===== config.mk =====
export PLATFORM = sky130hd
export DESIGN_NAME = psi_indexer
export DESIGN_NICKNAME = d
export VERILOG_FILES = /design/src/psi_pkg.sv /design/src/psi_sync.sv /design/src/psi_step_gen.sv /design/src/psi_indexer.sv
export SDC_FILE = /design/constraint.sdc
export NUM_CORES = 1
export LEC_CHECK = 0
export ABC_AREA = 1
export BUFFER_PORTS_ARGS = -buffer_cell sky130_fd_sc_hd__buf_2
export CAP_MARGIN = 20
export CORE_MARGIN = 3
export CORE_UTILIZATION = 40
export DETAILED_ROUTE_END_ITERATION = 10
export PLACE_DENSITY_LB_ADDON = 0.15
export SYNTH_ARGS = -nofsm -noshare
export SYNTH_HDL_FRONTEND = slang
export SYNTH_HIERARCHICAL = 1
export SYNTH_SLANG_ARGS = --single-unit

===== constraint.sdc =====
create_clock -name clk_i -period 10.5 [get_ports clk_i]
set_input_delay 1.05 -clock clk_i [delete_from_list [all_inputs] [get_ports clk_i]]
set_output_delay 1.05 -clock clk_i [all_outputs]
set_load 0.005 [all_outputs]

===== src/psi_pkg.sv =====
// Package with the constants, types and helpers of the preset step indexer.
// How it works
// - Falling start edge begins an index cycle.
// - Emit preset count of pulses, up to 999999.
// - Digits are BCD, switch one weighs eight.
// - Move active rises as the cycle starts.
// - Move active falls after the last pulse.
// - Pulsing starts at the adjustable base rate.
// - Rate ramps from base toward maximum rate.
// - Maximum below base means base rate throughout.
// - Deceleration mirrors acceleration, ending at base rate.
// - Slope spans twenty to one, higher is slower.
// - Three acceleration time ranges chosen by two jumpers.
// - Ramp time set by range and slope jointly.
// - Four maximum frequency ranges: 2, 4, 20, 100 kHz.
// - Both rates zero: no pulses, cycle never ends.
// - Undriven start input reads high, never starts.
package psi_pkg;

	// System clock rate in hertz.
	localparam longint unsigned CLK_HZ = 20000000;

	// Width of the phase accumulator that shapes the step frequency.
	localparam int ACC_W = 24;

	// Full scale step frequencies of the four ranges, in hertz.
	localparam longint unsigned FREQ_2K_HZ = 2000;
	localparam longint unsigned FREQ_4K_HZ = 4000;
	localparam longint unsigned FREQ_20K_HZ = 20000;
	localparam longint unsigned FREQ_100K_HZ = 100000;

	// Accumulator increments that give each full scale frequency.
	localparam logic [ACC_W-1:0] INC_2K = ACC_W'(FREQ_2K_HZ * (64'd1 << ACC_W) / CLK_HZ);
	localparam logic [ACC_W-1:0] INC_4K = ACC_W'(FREQ_4K_HZ * (64'd1 << ACC_W) / CLK_HZ);
	localparam logic [ACC_W-1:0] INC_20K = ACC_W'(FREQ_20K_HZ * (64'd1 << ACC_W) / CLK_HZ);
	localparam logic [ACC_W-1:0] INC_100K = ACC_W'(FREQ_100K_HZ * (64'd1 << ACC_W) / CLK_HZ);

	// Shortest zero to full speed time of each acceleration range, in microseconds.
	localparam longint unsigned ACC_FAST_MIN_US = 5000;
	localparam longint unsigned ACC_MID_MIN_US = 50000;
	localparam longint unsigned ACC_SLOW_MIN_US = 500000;

	// The same times as clock cycle counts.
	localparam int ACC_FAST_CYC = int'(ACC_FAST_MIN_US * CLK_HZ / 1000000);
	localparam int ACC_MID_CYC = int'(ACC_MID_MIN_US * CLK_HZ / 1000000);
	localparam int ACC_SLOW_CYC = int'(ACC_SLOW_MIN_US * CLK_HZ / 1000000);

	// A full ramp is cut into this many equal speed increments.
	localparam int RAMP_TICKS = 1024;
	localparam logic [15:0] RAMP_STEP = 16'h0040;

	// Slope setting limits; the span of the two is twenty to one.
	localparam logic [4:0] SLOPE_MIN = 5'h01;
	localparam logic [4:0] SLOPE_MAX = 5'h14;

	// Register byte offsets on the APB bus.
	localparam logic [11:0] REG_CTRL = 12'h000;
	localparam logic [11:0] REG_PRESET = 12'h004;
	localparam logic [11:0] REG_STATUS = 12'h008;
	localparam logic [11:0] REG_SPEED = 12'h00C;

	// Reset values of the writable registers.
	localparam logic [31:0] CTRL_RST = 32'h0000_0000;
	localparam logic [23:0] PRESET_RST = 24'h00_0000;

	// Acceleration range codes of the two jumpers.
	localparam logic [1:0] ACC_RANGE_FAST = 2'h0;
	localparam logic [1:0] ACC_RANGE_MID = 2'h1;

	// Frequency range one-hot select bits.
	localparam int FSEL_2K = 0;
	localparam int FSEL_4K = 1;
	localparam int FSEL_20K = 2;
	localparam int FSEL_100K = 3;

	// Control register layout, most significant field first.
	typedef struct packed {
		logic [3:0] pad_hi;
		logic [3:0] freq_sel;
		logic [1:0] acc_range;
		logic pad_lo;
		logic [4:0] slope;
		logic [7:0] max_speed;
		logic [7:0] base_speed;
	} psi_ctrl_s;

	// Motion phases of an index cycle.
	typedef enum logic [1:0] {
		PSI_IDLE = 2'b00,
		PSI_ACCEL = 2'b01,
		PSI_CRUISE = 2'b10,
		PSI_DECEL = 2'b11
	} psi_state_e;

	// Converts six BCD digits, least significant digit in the low nibble, to binary.
	// A digit code above nine is read as nine so the count never passes 999999.
	function automatic logic [19:0] psi_bcd_to_bin(input logic [23:0] bcd);
		logic [19:0] acc;
		logic [3:0] dig;
		acc = 20'h0_0000;
		dig = 4'h0;
		for (int i = 5; i >= 0; i--) begin
			dig = bcd[i*4 +: 4];
			if (dig > 4'h9) begin
				dig = 4'h9;
			end
			acc = 20'((acc * 20'h0_000A) + {16'h0000, dig});
		end
		return acc;
	endfunction

endpackage


===== src/psi_sync.sv =====
// Three stage synchroniser with agreement filter for an asynchronous pin.
`timescale 1ns/1ns
module psi_sync #(
	parameter logic RST_VAL = 1'b1
) (
	input wire logic clk_i,
	input wire logic nrst_i,
	input wire logic pin_i,
	output logic level_o
);
	logic meta; // First stage, read only by the second.
	logic s2; // Second stage.
	logic s3; // Third stage.

	// Shift the pin through three flops; the reset value stands for an idle pin.
	always_ff @(posedge clk_i or negedge nrst_i) begin
		if (!nrst_i) begin
			meta <= RST_VAL;
			s2 <= RST_VAL;
			s3 <= RST_VAL;
		end else begin
			meta <= pin_i;
			s2 <= meta;
			s3 <= s2;
		end
	end

	// The clean level follows only once the last two stages agree, which rejects one-cycle glitches.
	always_ff @(posedge clk_i or negedge nrst_i) begin
		if (!nrst_i) begin
			level_o <= RST_VAL;
		end else if (s2 == s3) begin
			level_o <= s3;
		end
	end
endmodule // psi_sync


===== src/psi_step_gen.sv =====
// Phase accumulator step pulse generator with square wave output.
`timescale 1ns/1ns
module psi_step_gen
	import psi_pkg::*;
#(
	parameter int W = ACC_W
) (
	input wire logic clk_i,
	input wire logic nrst_i,
	input wire logic clear_i,
	input wire logic [W-1:0] inc_i,
	output logic step_o,
	output logic rise_o
);
	logic [W-1:0] phase; // Running phase.
	logic [W-1:0] next_phase; // Phase after this cycle's addition.

	// The addition wraps on purpose; the wrap is one full step period.
	assign next_phase = W'(phase + inc_i);

	// Accumulate; a clear restarts at zero so each cycle begins with a whole low half period.
	always_ff @(posedge clk_i or negedge nrst_i) begin
		if (!nrst_i) begin
			phase <= '0;
		end else if (clear_i) begin
			phase <= '0;
		end else begin
			phase <= next_phase;
		end
	end

	// The top phase bit is high for half of each period at any rate.
	always_ff @(posedge clk_i or negedge nrst_i) begin
		if (!nrst_i) begin
			step_o <= 1'b0;
			rise_o <= 1'b0;
		end else if (clear_i) begin
			step_o <= 1'b0;
			rise_o <= 1'b0;
		end else begin
			step_o <= next_phase[W-1];
			rise_o <= next_phase[W-1] & ~phase[W-1];
		end
	end
endmodule // psi_step_gen


===== src/psi_indexer.sv =====
// Preset step indexer top level: APB registers, ramp control and step counting.
`timescale 1ns/1ns
module psi_indexer
	import psi_pkg::*;
#(
	parameter int ACC_FAST_CYCLES = ACC_FAST_CYC,
	parameter int ACC_MID_CYCLES = ACC_MID_CYC,
	parameter int ACC_SLOW_CYCLES = ACC_SLOW_CYC
) (
	input wire logic clk_i,
	input wire logic nrst_i,
	input wire logic psel_i,
	input wire logic penable_i,
	input wire logic pwrite_i,
	input wire logic [11:0] paddr_i,
	input wire logic [31:0] pwdata_i,
	output logic [31:0] prdata_o,
	output logic pready_o,
	output logic pslverr_o,
	input wire logic start_n_i,
	output logic step_o,
	output logic move_active_o
);
	// Ramp tick lengths for a slope setting of one.
	localparam logic [23:0] TICK_FAST = 24'(ACC_FAST_CYCLES / RAMP_TICKS);
	localparam logic [23:0] TICK_MID = 24'(ACC_MID_CYCLES / RAMP_TICKS);
	localparam logic [23:0] TICK_SLOW = 24'(ACC_SLOW_CYCLES / RAMP_TICKS);

	psi_ctrl_s ctrl; // Speed, slope and range settings.
	logic [23:0] preset_bcd; // Six preset digits.
	psi_state_e state; // Motion phase.
	logic [19:0] remaining; // Pulses still to issue.
	logic [19:0] ramp_steps; // Pulses issued while accelerating.
	logic [15:0] speed; // Present speed, fraction of full scale.
	logic [23:0] ramp_cnt; // Cycles since the last ramp tick.
	logic start_lvl; // Filtered start pin.
	logic start_prev; // Start level one cycle earlier.
	logic start_fall; // One-cycle falling edge pulse.
	logic step_rise; // One-cycle pulse at each step rising edge.
	logic [ACC_W-1:0] full_inc; // Increment at full scale speed.
	logic [ACC_W-1:0] step_inc; // Increment at the present speed.
	logic [15:0] base_q; // Base speed scaled to sixteen bits.
	logic [15:0] max_q; // Maximum speed scaled to sixteen bits.
	logic [4:0] slope_eff; // Slope setting held within its span.
	logic [23:0] tick_base; // Tick length of the selected range.
	logic [23:0] tick_len; // Tick length after slope scaling.
	logic ramp_tick; // One-cycle pulse at each ramp tick.
	logic range_ok; // A frequency range is selected.
	logic cycle_done; // The last pulse has been issued and has ended.
	logic near_end; // Remaining pulses fit in the mirrored ramp.
	logic apb_wr; // Write access phase.
	logic apb_setup; // Setup phase of any transfer.

	// Synchronise the start pin; an idle reset level of one means an open input never starts.
	psi_sync #(
		.RST_VAL(1'b1)
	) u_start_sync (
		.clk_i(clk_i),
		.nrst_i(nrst_i),
		.pin_i(start_n_i),
		.level_o(start_lvl)
	);

	// Remember the previous start level for the edge detector.
	always_ff @(posedge clk_i or negedge nrst_i) begin
		if (!nrst_i) begin
			start_prev <= 1'b1;
		end else begin
			start_prev <= start_lvl;
		end
	end

	// High to low transition of the filtered start input.
	// Both flops reset high, so the release of reset never looks like a press.
	assign start_fall = start_prev & ~start_lvl;

	// Scale eight-bit settings to sixteen bits so that setting 255 is exactly full scale.
	assign base_q = {ctrl.base_speed, ctrl.base_speed};
	assign max_q = {ctrl.max_speed, ctrl.max_speed};

	// Any selected range lets the block run; with none it stays idle.
	assign range_ok = |ctrl.freq_sel;

	// Pick the full scale increment; the fastest selected range wins if several are set.
	always_comb begin
		if (ctrl.freq_sel[FSEL_100K]) begin
			full_inc = INC_100K;
		end else if (ctrl.freq_sel[FSEL_20K]) begin
			full_inc = INC_20K;
		end else if (ctrl.freq_sel[FSEL_4K]) begin
			full_inc = INC_4K;
		end else if (ctrl.freq_sel[FSEL_2K]) begin
			full_inc = INC_2K;
		end else begin
			full_inc = '0;
		end
	end

	// Present speed times full scale; zero speed gives a zero increment and thus no pulses.
	assign step_inc = ACC_W'(({24'h00_0000, speed} * {16'h0000, full_inc}) >> 16);

	// The generator is held cleared outside a cycle so the output rests low.
	psi_step_gen #(
		.W(ACC_W)
	) u_step_gen (
		.clk_i(clk_i),
		.nrst_i(nrst_i),
		.clear_i(state == PSI_IDLE),
		.inc_i(step_inc),
		.step_o(step_o),
		.rise_o(step_rise)
	);

	// Hold the slope within its twenty to one span.
	always_comb begin
		if (ctrl.slope < SLOPE_MIN) begin
			slope_eff = SLOPE_MIN;
		end else if (ctrl.slope > SLOPE_MAX) begin
			slope_eff = SLOPE_MAX;
		end else begin
			slope_eff = ctrl.slope;
		end
	end

	// Range picks the base tick; a larger slope lengthens it and so lowers the acceleration.
	always_comb begin
		case (ctrl.acc_range)
			ACC_RANGE_FAST: begin
				tick_base = TICK_FAST;
			end
			ACC_RANGE_MID: begin
				tick_base = TICK_MID;
			end
			default: begin
				tick_base = TICK_SLOW;
			end
		endcase
		tick_len = 24'(tick_base * {19'h0_0000, slope_eff});
	end

	// Count out ramp ticks while the speed is changing.
	always_ff @(posedge clk_i or negedge nrst_i) begin
		if (!nrst_i) begin
			ramp_cnt <= 24'h00_0000;
		end else if (state == PSI_IDLE || state == PSI_CRUISE || ramp_tick) begin
			ramp_cnt <= 24'h00_0000;
		end else begin
			ramp_cnt <= 24'(ramp_cnt + 24'h00_0001);
		end
	end

	// A ramp tick closes one speed increment; the count rests outside the ramps.
	assign ramp_tick = (ramp_cnt + 24'h00_0001) >= tick_len;

	// End of cycle: nothing left and the last pulse has gone low again.
	assign cycle_done = (remaining == 20'h0_0000) && !step_o;

	// Begin the slow-down once the pulses left are no more than those the speed-up used.
	assign near_end = remaining <= ramp_steps;

	// Motion phase sequencing.
	always_ff @(posedge clk_i or negedge nrst_i) begin
		if (!nrst_i) begin
			state <= PSI_IDLE;
		end else begin
			case (state)
				PSI_IDLE: begin
					// A start with no range chosen is dropped, not kept for later.
					if (start_fall && range_ok) begin
						state <= PSI_ACCEL;
					end
				end
				PSI_ACCEL: begin
					// A maximum at or below base skips the ramp and cruises at base.
					if (cycle_done) begin
						state <= PSI_IDLE;
					end else if (speed >= max_q || max_q <= base_q) begin
						state <= PSI_CRUISE;
					end else if (near_end) begin
						state <= PSI_DECEL;
					end
				end
				PSI_CRUISE: begin
					if (cycle_done) begin
						state <= PSI_IDLE;
					end else if (near_end && ramp_steps != 20'h0_0000) begin
						state <= PSI_DECEL;
					end
				end
				PSI_DECEL: begin
					// The slow-down runs on until the last pulse has ended.
					if (cycle_done) begin
						state <= PSI_IDLE;
					end
				end
				default: begin
					state <= PSI_IDLE;
				end
			endcase
		end
	end

	// Speed profile: start at base, climb by ticks, and fall back by the same ticks.
	always_ff @(posedge clk_i or negedge nrst_i) begin
		if (!nrst_i) begin
			speed <= 16'h0000;
		end else if (state == PSI_IDLE) begin
			speed <= base_q;
		end else if (state == PSI_ACCEL && ramp_tick && max_q > base_q) begin
			if ({1'b0, speed} + {1'b0, RAMP_STEP} >= {1'b0, max_q}) begin
				speed <= max_q;
			end else begin
				speed <= 16'(speed + RAMP_STEP);
			end
		end else if (state == PSI_DECEL && ramp_tick) begin
			if (speed <= 16'(base_q + RAMP_STEP) || speed < RAMP_STEP) begin
				speed <= base_q;
			end else begin
				speed <= 16'(speed - RAMP_STEP);
			end
		end
	end

	// Pulse bookkeeping: load the preset on start, count each rising edge down.
	always_ff @(posedge clk_i or negedge nrst_i) begin
		if (!nrst_i) begin
			remaining <= 20'h0_0000;
		end else if (state == PSI_IDLE) begin
			if (start_fall && range_ok) begin
				remaining <= psi_bcd_to_bin(preset_bcd);
			end
		end else if (step_rise && remaining != 20'h0_0000) begin
			remaining <= 20'(remaining - 20'h0_0001);
		end
	end

	// Pulses issued during the speed-up size the mirrored slow-down.
	always_ff @(posedge clk_i or negedge nrst_i) begin
		if (!nrst_i) begin
			ramp_steps <= 20'h0_0000;
		end else if (state == PSI_IDLE) begin
			ramp_steps <= 20'h0_0000;
		end else if (state == PSI_ACCEL && step_rise && max_q > base_q) begin
			ramp_steps <= 20'(ramp_steps + 20'h0_0001);
		end
	end

	// Move active rises with the start and stays up while a cycle runs; edges meanwhile are ignored.
	always_ff @(posedge clk_i or negedge nrst_i) begin
		if (!nrst_i) begin
			move_active_o <= 1'b0;
		end else if (state == PSI_IDLE) begin
			move_active_o <= start_fall && range_ok;
		end else begin
			move_active_o <= !cycle_done;
		end
	end

	// APB decode; the slave never inserts wait states.
	assign apb_setup = psel_i && !penable_i;
	assign apb_wr = psel_i && penable_i && pwrite_i;
	assign pready_o = 1'b1;

	// Writable registers take effect only in the access phase.
	always_ff @(posedge clk_i or negedge nrst_i) begin
		if (!nrst_i) begin
			ctrl <= CTRL_RST;
			preset_bcd <= PRESET_RST;
		end else if (apb_wr) begin
			if (paddr_i == REG_CTRL) begin
				ctrl <= {4'h0, pwdata_i[27:22], 1'b0, pwdata_i[20:0]};
			end else if (paddr_i == REG_PRESET) begin
				preset_bcd <= pwdata_i[23:0];
			end
		end
	end

	// Read data and error are captured in the setup phase so they stand through the access.
	always_ff @(posedge clk_i or negedge nrst_i) begin
		if (!nrst_i) begin
			prdata_o <= 32'h0000_0000;
			pslverr_o <= 1'b0;
		end else if (apb_setup) begin
			pslverr_o <= 1'b0;
			case (paddr_i)
				REG_CTRL: begin
					prdata_o <= ctrl;
				end
				REG_PRESET: begin
					prdata_o <= {8'h00, preset_bcd};
				end
				REG_STATUS: begin
					prdata_o <= {8'h00, remaining, 1'b0, state, move_active_o};
				end
				REG_SPEED: begin
					prdata_o <= {16'h0000, speed};
				end
				default: begin
					// Unmapped offsets answer with an error and read as zero.
					prdata_o <= 32'h0000_0000;
					pslverr_o <= 1'b1;
				end
			endcase
		end
	end
endmodule // psi_indexer


==> out/metrics.yaml <==
clocking:
  hold_buffers: 0
  clock_latency_ns: 0.50
  root_buffer: "clkbuf_16"
  clkTransAtPathRegs_ns: 0.08
  max-clock-path-buffers: 2
  cts_tree: "yes"
  cts_made_buffers: 17
  clock_sinks: 193
  ctsHtreeMaxLevel: 4
worst_setup_path:
  critPathMaxStageDelay_ns: 0.47
  crit_required_ns: 10.92
  ff2ff_path_depth: 58
  path_class: "flip-flop to flip-flop"
  crit_slowest_cell: "fa_1"
  worst_setup_path_start_kind: "flip-flop"
  crit-reg2reg-capture: "remaining[19]"
  reg2reg_from: "preset_bcd[21]"
  worst_setup_path_end_kind: "flip-flop"
  critical_path_arrival_ns: 9.94
  rrSetupSlack_ns: 0.99
  cp_max_fo: 6
  critPathMostFrequentCell: "nand2_1"
global_routing:
  first_global_vias: 22949
  antenna_found_initial: 2
  grt_pass1_wl_mm: 123.8
  grt_max_degree: 99
  grt_overflow: 0
  grt_use_total_pct: 22.12
drt:
  wire_per_inst_microns: 16.48
  num_vias: 22969
  finalWirelength_mm: 75.09
  drc_errors: 0
  routed_via_density: 5.041
  drt-initial-drc-count: 1440
  antenna_left: 0
  dr.pass1.iters: 5
floorplan:
  die_area_sq_mm: 0.06975
  num_rows: 93
  top_level_ports: 86
  core_sq_mm: 0.06516
  die_x_microns: 264.1
  start_util_pct: 40.89
  chipHeight_microns: 264.1
outcome:
  outcome: "complete, no violations"
yosys:
  ys_seq_area_share_pct: 18.15
  synth_cells: 3628
  synth_top_flop_cell: "dfrtp_1"
  synth.avg_cell_area_sq_um: 7.344
  ys_types: 66
  synth_edf_count: 0
  ys_ff_latch: 193
  postSynth.asyncResetShare_pct: 100.0
  synth_area_sq_mm: 0.02665
  yosysWarnings: 6
place:
  gp_congestion: 0.9198
  placed_area_sq_mm: 0.02803
  post-dp-hpwl_mm: 60.87
  port_buffers: 76
final_layout:
  area_delta_synth_final_pct: 7.616
  drive_above_1_share_pct: 5.784
  fin_nets: 4313
  fin_area_sq_mm: 0.02868
  fill_cells: 6877
timing:
  post-route-period-util_pct: 90.60
  worstMarginPinSlew_ns: 1.068
  setup_viol_count_final: 0
  hold_viol: 0
  fin_crit_ns: 9.513
  fmax_mhz: 105.1
  relSlewSlack_pct: 28.63
  maxSlewViolCount: 0
  fin_skew_ns: 0.01637
flow_run:
  maxCapViolCount: 0
min_path:
  hp-start: "u_start_sync/meta"
  min_to: "u_start_sync/s2"
  hp-class: "flip-flop to flip-flop"
  hold_depth: 0
## cell usage in the layout (no fill, tap or decap), drive strengths merged, types with 13 or more instances in the layout
master  Yosys  layout
xor2      115     115
or2        13      13
a31oi      16      16
nor3       57      57
inv       683     688
nor4       16      16
nand2     739     739
xnor2      30      30
fa        175     175
o22ai      36      36
clkbuf     58      21
ha        401     401
conb        2      16
o211ai     22      22
mux2i      21      21
nand3     146     146
o21ai     138     138
a21oi     207     207
buf        14      98
nor2      403     403
nand4      57      57
dfrtp     188     188
## worst max path at each step
stage,end,startpoint,slack [ns]
5_1_grt,remaining[19],preset_bcd[21],-0.01
2_1_floorplan,remaining[19],preset_bcd[23],1.59
4_1_cts,remaining[19],preset_bcd[23],0.66
6_report,remaining[19],preset_bcd[21],0.99
3_3_place_gp,remaining[19],preset_bcd[23],0.71
3_5_place_dp,remaining[19],preset_bcd[23],0.68
## what timing repair did
| item | CTS | global route |
|---|---|---|
| setup buffers | 0 | 0 |
| endpoints found under the setup margin | 0 | 4 |
| resized for setup | 0 | 9 |
## metal layers
metal | vias to the layer above | wire (microns) | GRT usage [%]
li1 | 11714 | - | -
met1 | 10723 | 35890 | 30.71
met2 | 447 | 34260 | 36.37
met3 | 83 | 3271 | 3.101
met4 | 2 | 1644 | 5.320
met5 | - | 12 | 0
## registers in the layout, indices dropped and copies added (netlist names)
name                  flops
prdata_o                 28
preset_bcd               24
ramp_cnt                 24
u_step_gen/phase         24
ramp_steps               20
remaining                20
ctrl                     19
speed                    16
base_q                    8
state                     2
move_active_o             1
pslverr_o                 1
start_prev                1
u_start_sync/level_o      1
u_start_sync/meta         1
u_start_sync/s2           1
u_start_sync/s3           1
u_step_gen/rise_o         1
## synth_stat cells, types with 11 or more instances
library cell | number | area (sq um)
nand2_1 | 727 | 2729
inv_1 | 674 | 2530
ha_1 | 401 | 5017
nor2_1 | 385 | 1445
a21oi_1 | 207 | 1036
dfrtp_1 | 188 | 4705
fa_1 | 175 | 3503
nand3_1 | 141 | 705.7
o21ai_0 | 123 | 615.6
xor2_1 | 115 | 1007
clkbuf_1 | 58 | 217.7
nand4_1 | 55 | 344.1
nor3_1 | 55 | 275.3
o22ai_1 | 36 | 225.2
xnor2_1 | 30 | 262.8
mux2i_1 | 21 | 210.2
o211ai_1 | 20 | 150.1
a31oi_1 | 16 | 100.1
nor4_1 | 14 | 87.58
o21ai_1 | 13 | 65.06
o21bai_1 | 12 | 90.09
o221ai_1 | 12 | 105.1
nor2_2 | 11 | 68.82
## cells by family (layout without fill, tap and decap cells)
logic type      after synthesis  after routing  synth area share (%)
buf+inv                     764            822                 10.93
other cells                   2             17               0.02818
mux                          23             23                0.8734
flops                       193            193                 18.15
xor+xnor                    145            145                 4.766
compound gates              481            481                 10.28
fa+ha+maj                   576            576                 31.98
simple gates               1444           1444                 23.00
## critical path, delay by kind of cell (launching register included)
family | cells | cell delay (ns)
AND/OR/NAND/NOR | 24 | 2.81
AO/OA/AOI/OAI | 6 | 0.88
XOR/XNOR | 5 | 1.02
flip-flops | 1 | 0.38
buffers and inverters | 12 | 0.92
adder cells (fa/ha/maj) | 11 | 3.41
## layout make-up
cell class	count	area, sq um	share of cell area (%)
multi-input combinational	2685	18990	66.24
sequential	193	4837	16.87
inverter	692	2603	9.076
tap	855	1070	3.731
timing repair buffer	98	555.5	1.937
clock buffer	21	470.5	1.641
clock inverter	11	142.6	0.4974
antenna	1	2.502	0.008727
## metrics by stage
| step | util (%) | setup WS, ns | instances | setup TNS, ns | hold WS [ns] |
|---|---|---|---|---|---|
| after detailed placement | 43.01 | 0.6811 | 4523 | 0 | 0.3496 |
| final | 44.01 | 0.9872 | 4556 | 0 | 0.3600 |
| after global placement | 43.01 | 0.7063 | 4523 | 0 | 0.3464 |
| after floorplan | - | 1.590 | 3642 | 0 | 0.3452 |
| after global routing | 44.00 | -0.01065 | 4555 | -0.01065 | 0.3660 |
| after CTS | 43.95 | 0.6596 | 4555 | 0 | 0.3606 |
Power is not shown: default switching activity piles up to over one toggle a cycle in this logic, so the estimate is an artifact.
